===== config.mk =====
export PLATFORM = sky130hd
export DESIGN_NAME = ccw_decode
export DESIGN_NICKNAME = d
export VERILOG_FILES = /design/src/ccw_pkg.sv /design/src/ccw_clk_div.sv /design/src/ccw_decode.sv
export SDC_FILE = /design/constraint.sdc
export NUM_CORES = 1
export LEC_CHECK = 0
export ABC_CLOCK_PERIOD_IN_PS = 2400
export BUFFER_PORTS_ARGS = -buffer_cell sky130_fd_sc_hd__buf_2
export CORE_AREA = 2 2 95 60
export CTS_BUF_LIST = sky130_fd_sc_hd__clkbuf_16
export DETAILED_ROUTE_END_ITERATION = 7
export DIE_AREA = 0 0 97 62
export GPL_TIMING_DRIVEN = 0
export MAX_ROUTING_LAYER = met4
export PLACE_DENSITY = 0.75
export SLEW_MARGIN = 20
export SYNTH_ARGS = -nofsm -noshare
export SYNTH_HDL_FRONTEND = slang
export SYNTH_HIERARCHICAL = 1
export SYNTH_SLANG_ARGS = --single-unit
export TNS_END_PERCENT = 30

===== constraint.sdc =====
create_clock -name ref_clk_in -period 2.4 [get_ports ref_clk_in]
set_input_delay 0.48 -clock ref_clk_in [delete_from_list [all_inputs] [get_ports ref_clk_in]]
set_output_delay 0.48 -clock ref_clk_in [all_outputs]
set_load 0.02 [all_outputs]

===== src/ccw_pkg.sv =====
// Constants for the clock configuration byte decoder.
// Assumes a 32-bit AXI4-Lite register bus, one register per aligned word.
package ccw_pkg;
    // Register byte offsets
    localparam logic [3:0] CCW_OFS_CFG = 4'h0;
    localparam logic [3:0] CCW_OFS_MODE = 4'h4;
    localparam logic [3:0] CCW_OFS_SWITCH = 4'h8;
    localparam logic [3:0] CCW_OFS_PIN = 4'hC;
    // Configuration byte fields
    localparam int CCW_BIT_FAIL_SAFE = 5;
    localparam int CCW_BIT_SWITCH_WE = 3;
    localparam int CCW_BIT_PRIO_ONE_SHOT = 1;
    localparam int CCW_BIT_CLK_OUT_EN = 0;
    localparam logic [7:0] CCW_CFG_IMPL_MASK = 8'h2B;
    localparam logic [7:0] CCW_CFG_RESET = 8'hFF;
    // External oscillator mode field and encodings
    localparam logic [2:0] CCW_MODE_RESET = 3'h7;
    localparam logic [2:0] CCW_MODE_EXT_HIGH = 3'h7;
    localparam logic [2:0] CCW_MODE_EXT_MED = 3'h6;
    localparam logic [2:0] CCW_MODE_EXT_LOW = 3'h5;
    localparam logic [2:0] CCW_MODE_OFF = 3'h4;
    // Clock switch register fields
    localparam int CCW_DIV_LSB = 0;
    localparam int CCW_SRC_LSB = 4;
    localparam logic [2:0] CCW_SRC_RESET = 3'h0;
    localparam logic [3:0] CCW_DIV_RESET = 4'h0;
    // Pin register fields
    localparam int CCW_PIN_DATA = 0;
    localparam int CCW_PIN_DIR = 1;
    localparam int CCW_PIN_CLK_ACTIVE = 4;
    localparam int CCW_PIN_OSC_OWNS = 5;
    // Clock output divide ratio
    localparam int CCW_CLK_OUT_DIV = 4;
    // Bus answers
    localparam logic [1:0] CCW_RESP_OKAY = 2'h0;
    localparam logic [1:0] CCW_RESP_SLVERR = 2'h2;
endpackage : ccw_pkg


===== src/ccw_clk_div.sv =====
// Divides the system clock by a fixed ratio for the clock output pin.
// Assumes one clock and an asynchronous active-high reset.
`timescale 1ns/1ps
module ccw_clk_div
    import ccw_pkg::*;
#(
    parameter int DIV = CCW_CLK_OUT_DIV
) (
    input wire logic ref_clk_in, // System clock
    input wire logic sys_rst_in, // Async reset, active high
    output logic div_clk_out // Divided clock, 50 percent duty
);
    localparam int CW = $clog2(DIV);
    localparam logic [CW-1:0] HALF = CW'(DIV / 2 - 1);
    logic [CW-1:0] cnt_reg;
    logic [CW-1:0] cnt_next;
    logic div_reg;
    logic div_next;

    // Count half periods and toggle the output at each end
    always_comb begin
        cnt_next = cnt_reg + CW'(1);
        div_next = div_reg;
        if (cnt_reg == HALF) begin
            cnt_next = '0;
            div_next = ~div_reg;
        end
    end

    // State registers
    always_ff @(posedge ref_clk_in or posedge sys_rst_in) begin
        if (sys_rst_in) begin
            cnt_reg <= '0;
            div_reg <= 1'b0;
        end else begin
            cnt_reg <= cnt_next;
            div_reg <= div_next;
        end
    end

    assign div_clk_out = div_reg;
endmodule : ccw_clk_div


===== src/ccw_decode.sv =====
// Clock configuration byte decoder with an AXI4-Lite register slave.
// Assumes one system clock; the bus master keeps valid and payload until ready.
//
// Operation
// RL1 - Fail-safe monitor enable bit set turns the fail-safe clock monitor on.
// RL2 - Switch write enable gates software writes to clock source and divider fields.
// RL3 - External clock or disabled mode: clock out bit one gives plain I/O.
// RL4 - Other oscillator modes ignore clock out bit; oscillator owns the pin.
// RL5 - Unimplemented config bits read one; all bits are one when unprogrammed.
// RL6 - Active clock output runs at one quarter of the system clock.
// RL7 - External clock or disabled mode: clock out bit zero drives divided clock.
`timescale 1ns/1ps
module ccw_decode
    import ccw_pkg::*;
(
    input wire logic ref_clk_in, // System clock, 100 MHz
    input wire logic sys_rst_in, // Async reset, active high
    input wire logic [3:0] s_axi_awaddr, // Write address
    input wire logic s_axi_awvalid, // Write address valid
    output logic s_axi_awready, // Write address ready
    input wire logic [31:0] s_axi_wdata, // Write data
    input wire logic [3:0] s_axi_wstrb, // Write byte strobes
    input wire logic s_axi_wvalid, // Write data valid
    output logic s_axi_wready, // Write data ready
    output logic [1:0] s_axi_bresp, // Write response
    output logic s_axi_bvalid, // Write response valid
    input wire logic s_axi_bready, // Write response ready
    input wire logic [3:0] s_axi_araddr, // Read address
    input wire logic s_axi_arvalid, // Read address valid
    output logic s_axi_arready, // Read address ready
    output logic [31:0] s_axi_rdata, // Read data
    output logic [1:0] s_axi_rresp, // Read response
    output logic s_axi_rvalid, // Read data valid
    input wire logic s_axi_rready, // Read data ready
    output logic fail_safe_monitor_out, // Fail-safe clock monitor enable
    output logic priority_lock_one_shot_out, // Priority lock one-shot setting
    output logic [2:0] new_osc_source_select_out, // Requested clock source
    output logic [3:0] new_clock_divider_out, // Requested clock divider
    output logic osc_pin_data_out, // Output pin value
    output logic osc_pin_oe_out, // Output pin enable, high drives
    output logic osc_owns_pin_out // Oscillator circuit controls pin
);
    logic [7:0] cfg_reg, cfg_next;
    logic [2:0] mode_reg, mode_next;
    logic [2:0] src_reg, src_next;
    logic [3:0] div_reg, div_next;
    logic gpio_data_reg, gpio_data_next;
    logic gpio_dir_reg, gpio_dir_next;
    logic aw_held_reg, aw_held_next;
    logic [3:0] aw_addr_reg, aw_addr_next;
    logic w_held_reg, w_held_next;
    logic [31:0] w_data_reg, w_data_next;
    logic [3:0] w_strb_reg, w_strb_next;
    logic awready_reg, awready_next;
    logic wready_reg, wready_next;
    logic bvalid_reg, bvalid_next;
    logic [1:0] bresp_reg, bresp_next;
    logic arready_reg, arready_next;
    logic rvalid_reg, rvalid_next;
    logic [1:0] rresp_reg, rresp_next;
    logic [31:0] rdata_reg, rdata_next;
    logic fsm_reg, prio_reg, owns_reg, pin_data_reg, pin_oe_reg;
    logic fsm_next, prio_next, owns_next, pin_data_next, pin_oe_next;
    logic quarter_clk;
    logic ext_or_off;
    logic clk_active;
    logic do_write;

    // Fosc/4 source for the clock output function
    ccw_clk_div #(
        .DIV(CCW_CLK_OUT_DIV)
    ) u_div (
        .ref_clk_in(ref_clk_in),
        .sys_rst_in(sys_rst_in),
        .div_clk_out(quarter_clk)
    ); // see RL6

    // Pin mode decode from the oscillator mode and clock out bit
    always_comb begin
        ext_or_off = (mode_reg == CCW_MODE_EXT_HIGH) || (mode_reg == CCW_MODE_EXT_MED)
            || (mode_reg == CCW_MODE_EXT_LOW) || (mode_reg == CCW_MODE_OFF);
        clk_active = ext_or_off && !cfg_reg[CCW_BIT_CLK_OUT_EN]; // see RL7
    end

    // Write channel handshake: address and data taken in either order
    always_comb begin
        aw_held_next = aw_held_reg;
        aw_addr_next = aw_addr_reg;
        w_held_next = w_held_reg;
        w_data_next = w_data_reg;
        w_strb_next = w_strb_reg;
        bvalid_next = bvalid_reg;
        bresp_next = bresp_reg;
        do_write = 1'b0;
        if (s_axi_awvalid && awready_reg) begin
            aw_held_next = 1'b1;
            aw_addr_next = s_axi_awaddr;
        end
        if (s_axi_wvalid && wready_reg) begin
            w_held_next = 1'b1;
            w_data_next = s_axi_wdata;
            w_strb_next = s_axi_wstrb;
        end
        if (bvalid_reg && s_axi_bready) begin
            bvalid_next = 1'b0;
        end
        if (aw_held_reg && w_held_reg && !bvalid_reg) begin
            do_write = 1'b1;
            aw_held_next = 1'b0;
            w_held_next = 1'b0;
            bvalid_next = 1'b1;
            bresp_next = (aw_addr_reg[1:0] == 2'b00) ? CCW_RESP_OKAY : CCW_RESP_SLVERR;
        end
        awready_next = !aw_held_next && !bvalid_next && !do_write;
        wready_next = !w_held_next && !bvalid_next && !do_write;
    end

    // Register file writes, low byte lane only
    always_comb begin
        cfg_next = cfg_reg;
        mode_next = mode_reg;
        src_next = src_reg;
        div_next = div_reg;
        gpio_data_next = gpio_data_reg;
        gpio_dir_next = gpio_dir_reg;
        if (do_write && w_strb_reg[0] && aw_addr_reg[1:0] == 2'b00) begin
            case (aw_addr_reg)
                CCW_OFS_CFG: begin
                    cfg_next = (w_data_reg[7:0] & CCW_CFG_IMPL_MASK)
                        | ~CCW_CFG_IMPL_MASK; // see RL5
                end
                CCW_OFS_MODE: begin
                    mode_next = w_data_reg[2:0];
                end
                CCW_OFS_SWITCH: begin
                    if (cfg_reg[CCW_BIT_SWITCH_WE]) begin // see RL2
                        src_next = w_data_reg[CCW_SRC_LSB +: 3];
                        div_next = w_data_reg[CCW_DIV_LSB +: 4];
                    end
                end
                CCW_OFS_PIN: begin
                    gpio_data_next = w_data_reg[CCW_PIN_DATA];
                    gpio_dir_next = w_data_reg[CCW_PIN_DIR];
                end
                default: begin
                    cfg_next = cfg_reg;
                end
            endcase
        end
    end

    // Read channel: one read at a time, data held until taken
    always_comb begin
        arready_next = arready_reg;
        rvalid_next = rvalid_reg;
        rresp_next = rresp_reg;
        rdata_next = rdata_reg;
        if (rvalid_reg && s_axi_rready) begin
            rvalid_next = 1'b0;
            arready_next = 1'b1;
        end
        if (s_axi_arvalid && arready_reg) begin
            arready_next = 1'b0;
            rvalid_next = 1'b1;
            rresp_next = CCW_RESP_OKAY;
            rdata_next = 32'h0000_0000;
            case (s_axi_araddr)
                CCW_OFS_CFG: rdata_next[7:0] = cfg_reg; // see RL5
                CCW_OFS_MODE: rdata_next[2:0] = mode_reg;
                CCW_OFS_SWITCH: begin
                    rdata_next[CCW_SRC_LSB +: 3] = src_reg;
                    rdata_next[CCW_DIV_LSB +: 4] = div_reg;
                end
                CCW_OFS_PIN: begin
                    rdata_next[CCW_PIN_DATA] = gpio_data_reg;
                    rdata_next[CCW_PIN_DIR] = gpio_dir_reg;
                    rdata_next[CCW_PIN_CLK_ACTIVE] = clk_active;
                    rdata_next[CCW_PIN_OSC_OWNS] = !ext_or_off;
                end
                default: rresp_next = CCW_RESP_SLVERR;
            endcase
        end
    end

    // Static decode of the configuration byte onto control outputs
    always_comb begin
        fsm_next = cfg_reg[CCW_BIT_FAIL_SAFE]; // see RL1
        prio_next = cfg_reg[CCW_BIT_PRIO_ONE_SHOT];
        owns_next = !ext_or_off; // see RL4
        if (!ext_or_off) begin
            pin_data_next = 1'b0; // see RL4
            pin_oe_next = 1'b0;
        end else if (clk_active) begin
            pin_data_next = quarter_clk; // see RL6
            pin_oe_next = 1'b1;
        end else begin
            pin_data_next = gpio_data_reg; // see RL3
            pin_oe_next = gpio_dir_reg;
        end
    end

    // All state registers
    always_ff @(posedge ref_clk_in or posedge sys_rst_in) begin
        if (sys_rst_in) begin
            cfg_reg <= CCW_CFG_RESET; // see RL5
            mode_reg <= CCW_MODE_RESET;
            src_reg <= CCW_SRC_RESET;
            div_reg <= CCW_DIV_RESET;
            gpio_data_reg <= 1'b0;
            gpio_dir_reg <= 1'b0;
            aw_held_reg <= 1'b0;
            aw_addr_reg <= 4'h0;
            w_held_reg <= 1'b0;
            w_data_reg <= 32'h0000_0000;
            w_strb_reg <= 4'h0;
            awready_reg <= 1'b1;
            wready_reg <= 1'b1;
            bvalid_reg <= 1'b0;
            bresp_reg <= CCW_RESP_OKAY;
            arready_reg <= 1'b1;
            rvalid_reg <= 1'b0;
            rresp_reg <= CCW_RESP_OKAY;
            rdata_reg <= 32'h0000_0000;
            fsm_reg <= 1'b1;
            prio_reg <= 1'b1;
            owns_reg <= 1'b0;
            pin_data_reg <= 1'b0;
            pin_oe_reg <= 1'b0;
        end else begin
            cfg_reg <= cfg_next;
            mode_reg <= mode_next;
            src_reg <= src_next;
            div_reg <= div_next;
            gpio_data_reg <= gpio_data_next;
            gpio_dir_reg <= gpio_dir_next;
            aw_held_reg <= aw_held_next;
            aw_addr_reg <= aw_addr_next;
            w_held_reg <= w_held_next;
            w_data_reg <= w_data_next;
            w_strb_reg <= w_strb_next;
            awready_reg <= awready_next;
            wready_reg <= wready_next;
            bvalid_reg <= bvalid_next;
            bresp_reg <= bresp_next;
            arready_reg <= arready_next;
            rvalid_reg <= rvalid_next;
            rresp_reg <= rresp_next;
            rdata_reg <= rdata_next;
            fsm_reg <= fsm_next;
            prio_reg <= prio_next;
            owns_reg <= owns_next;
            pin_data_reg <= pin_data_next;
            pin_oe_reg <= pin_oe_next;
        end
    end

    // Outputs straight from flip-flops
    assign s_axi_awready = awready_reg;
    assign s_axi_wready = wready_reg;
    assign s_axi_bvalid = bvalid_reg;
    assign s_axi_bresp = bresp_reg;
    assign s_axi_arready = arready_reg;
    assign s_axi_rvalid = rvalid_reg;
    assign s_axi_rresp = rresp_reg;
    assign s_axi_rdata = rdata_reg;
    assign fail_safe_monitor_out = fsm_reg;
    assign priority_lock_one_shot_out = prio_reg;
    assign new_osc_source_select_out = src_reg;
    assign new_clock_divider_out = div_reg;
    assign osc_pin_data_out = pin_data_reg;
    assign osc_pin_oe_out = pin_oe_reg;
    assign osc_owns_pin_out = owns_reg;
endmodule : ccw_decode


==> results.py <==
metrics = {
    "outcome": {
        "outcome": "finished, final reports clean",
    },
    "routing": {
        "wl_um": 4077,
        "via_count": 1479,
        "antenna_left": 0,
        "drt_iter0_drc": 52,
        "drcViolationCount": 0,
        "drt-wirelength-per-cell_um": 12.28,
        "drtPass1Iterations": 4,
        "viasPerCell": 4.455,
    },
    "timing": {
        "finalHoldViolations": 0,
        "setup_violations": 0,
        "max_freq_mhz": 557.6,
        "timing.setup.tns_ns": 0,
        "worst_pin_slew_ns": 0.6258,
        "layout_setup_ws_ns": 0.6065,
        "finalCritPeriodShare_pct": 74.73,
        "finalClockSkew_ns": 0.003736,
        "maxSlewHeadroom_pct": 57.96,
        "min_period_ns": 1.794,
        "drv_slew": 0,
        "rsz0062_at_grt": "no",
    },
    "power_and_ir_drop": {
        "switchingPower_uw": 888.9,
        "leakage_nw": 1.503,
        "seq_power_share_pct": 49.4,
        "finalPower_mw": 2.865,
        "peakVddDrop_mv": 0.6032,
        "power_density_nw_per_um2": 984.6,
        "swShare_pct": 31.02,
        "comb_power_share_pct": 27.4,
        "p_int_mw": 1.977,
        "pwr-share-clk_pct": 23.2,
    },
    "final_layout": {
        "largest_reg_flops": 8,
        "layout.nets": 313,
        "antenna_cells": 0,
        "instances_no_fill": 332,
        "area_delta_synth_final_pct": 24.52,
        "post-route-util_pct": 55.11,
        "final_layout_size_suffix_gt1_share_pct": 48.29,
    },
    "yosys": {
        "ys_ff_latch": 53,
        "synth_xor_area_share_pct": 0.3747,
        "synth.distinct_cells": 29,
        "synth-adder-area-share_pct": 0,
        "synth_area_um2": 2337,
        "yosysWarnings": 6,
        "synth_top_family_by_area": "multiplexers",
        "synth-seq-area-share_pct": 57.39,
        "avgSynthCellArea_um2": 12.84,
        "synth_compound_area_share_pct": 5.514,
        "synthSimpleGateAreaFrac_pct": 7.334,
        "muxShareOfSynthArea_pct": 17.83,
        "syn_inst": 182,
    },
    "run": {
        "drv_cap": 0,
    },
    "clock_network": {
        "clkTransAtPathRegs_ns": 0.06,
        "cts-resized-gates": 0,
        "clockBufferDepth": 2,
        "clock-root-buffer": "clkbuf_16",
        "cts_tree": "yes",
        "cts.sinks": 53,
        "cts_setup_buffers": 0,
        "cts_max_level": 2,
        "cts_hold_buf": 0,
        "clk_latency_ns": 0.28,
        "cts_buffers": 5,
    },
    "die": {
        "die_height_um": 62,
        "ioPinCount": 104,
        "start_util_pct": 44.25,
        "die_w_um": 97,
        "floorplan.rows": 21,
        "coreArea_um2": 5281,
        "dieArea_um2": 6014,
    },
    "global_routing": {
        "grt_first_pass_wirelength_um": 6789,
        "grt_max_degree": 35,
        "grt_pass1_vias": 1405,
        "grt_use_total_pct": 14.97,
        "overflow": 0,
        "grt_antenna_before_repair": 0,
    },
    "placement": {
        "dp_worst_setup_slack_ns": 0.6301,
        "placed_cells": 324,
        "post-dp-hpwl_um": 3115,
        "place.gp.congestion": 0.7696,
        "port_buffers": 47,
    },
    "setup_path": {
        "crit_arrival_ns": 1.96,
        "worst_path_max_delay_cell": "dfrtp_1",
        "critPathRequiredTime_ns": 2.57,
        "worstSetupPathType": "reg2reg",
        "endpoint_kind": "flop",
        "path_max_fanout": 8,
        "critPathMaxStageDelay_ns": 0.40,
        "critPathMostFrequentCell": "buf_6",
        "path_cells": "and3b_1 -> buf_6 -> nand4_1 -> or3b_1 -> buf_6 -> mux2_4",
        "startpoint_type": "flop",
    },
    "min_path": {
        "min_path_type": "in2async",
    },
}
-- synthesized netlist by cell type, drive strengths merged --
cell type  count  area share (%)
inv           10             1.6
or3b           1            0.37
dfrtp         41              44
a21oi          5             1.1
conb           1            0.16
nor3           2            0.43
buf           28             9.3
xnor2          1            0.37
o21ai          4            0.86
nand2          8             1.3
mux2          28              15
clkbuf         3            0.48
nor2           9             1.4
nand3          1            0.21
nor2b          4             1.1
o31ai          4             1.3
or2            2            0.54
and3b          1            0.37
nand4          2            0.54
a32o           1            0.43
or3            1            0.27
mux4           2             1.9
dfstp         12              13
o311ai         1            0.37
a22o           4             1.5
mux2i          3             1.3
nand2b         3            0.80
-- path summary, 6_finish.rpt --
check | start | endpoint | slack [ns] | depth (start not counted)
max reg2reg | s_axi_bvalid | new_clock_divider_out[2] | 0.61 | 6
min reg2reg | cfg_reg[1] | priority_lock_one_shot_out | 0.37 | 0
min in group ref_clk_in | cfg_reg[1] | priority_lock_one_shot_out | 0.37 | 0
max | s_axi_bvalid | new_clock_divider_out[2] | 0.61 | 6
max in group asynchronous | sys_rst_in | cfg_reg[0] | 1.66 | 3
min | sys_rst_in | u_div/cnt_reg[0] | 0.07 | 2
-- stage by stage --
stage	cell area [um^2]	hold slack (ns)
global route	2910	0.08220
CTS	2910	0.06670
floorplan	2431	0.2336
global placement	2753	0.3561
finish	2910	0.06999
detailed placement	2773	0.3659
-- metal layers --
metal / vias to the layer above / wire length [um] / GRT usage [%]
met5: - / 0 / -
li1: 734 / - / -
met4: 0 / 21 / 3.018
met1: 696 / 1987 / 20.01
met2: 46 / 1829 / 23.41
met3: 3 / 239 / 4.251
-- power groups by stage --
stage	registers (mW)	logic, mW	clock network [mW]
2_1_floorplan	1.50	0.471	0
3_3_place_gp	1.42	0.765	0
3_5_place_dp	1.43	0.790	0
4_1_cts	1.42	0.796	0.682
5_1_grt	1.46	0.870	0.718
6_report	1.41	0.785	0.666
-- cell type report --
class	instances	area (um^2)
inverter	10	37.54
fill	458	2371
tap	69	86.33
clock buffer	5	125.1
multi-input combinational	113	823.3
sequential	53	1341
timing repair buffer	48	255.2
clock inverter	3	12.51
buffer	31	229.0
-- worst max-delay path, delay by kind of cell, from the launching register on --
kind	cells	cell delay, ns
and+or+nand+nor	3	0.70
DFF	1	0.40
muxes	1	0.29
buffers and inverters	2	0.28
-- placed cells by master, fill, tap and decap left out, types with 4 or more instances in the layout --
cell type  netlist  layout
buf_2            0      47
a21oi_1          5       5
conb_1           1      26
buf_4           26      26
nor2_1           9       9
nand2_1          8       8
a22o_1           4       4
o31ai_1          4       4
clkbuf_16        0       5
mux2_4           7       7
dfrtp_1         41      41
dfstp_2         12      12
o21ai_0          4       4
mux2_2          21      21
inv_1           10       9
nor2b_1          4       4
-- cell families after synthesis --
logic type / count (synthesis)
flip-flops: 53
buffers and inverters: 41
AND/OR/NAND/NOR: 34
multiplexers: 33
AO/OA/AOI/OAI: 19
XOR/XNOR: 1
other: 1
Power figures use the tool's default switching activity.
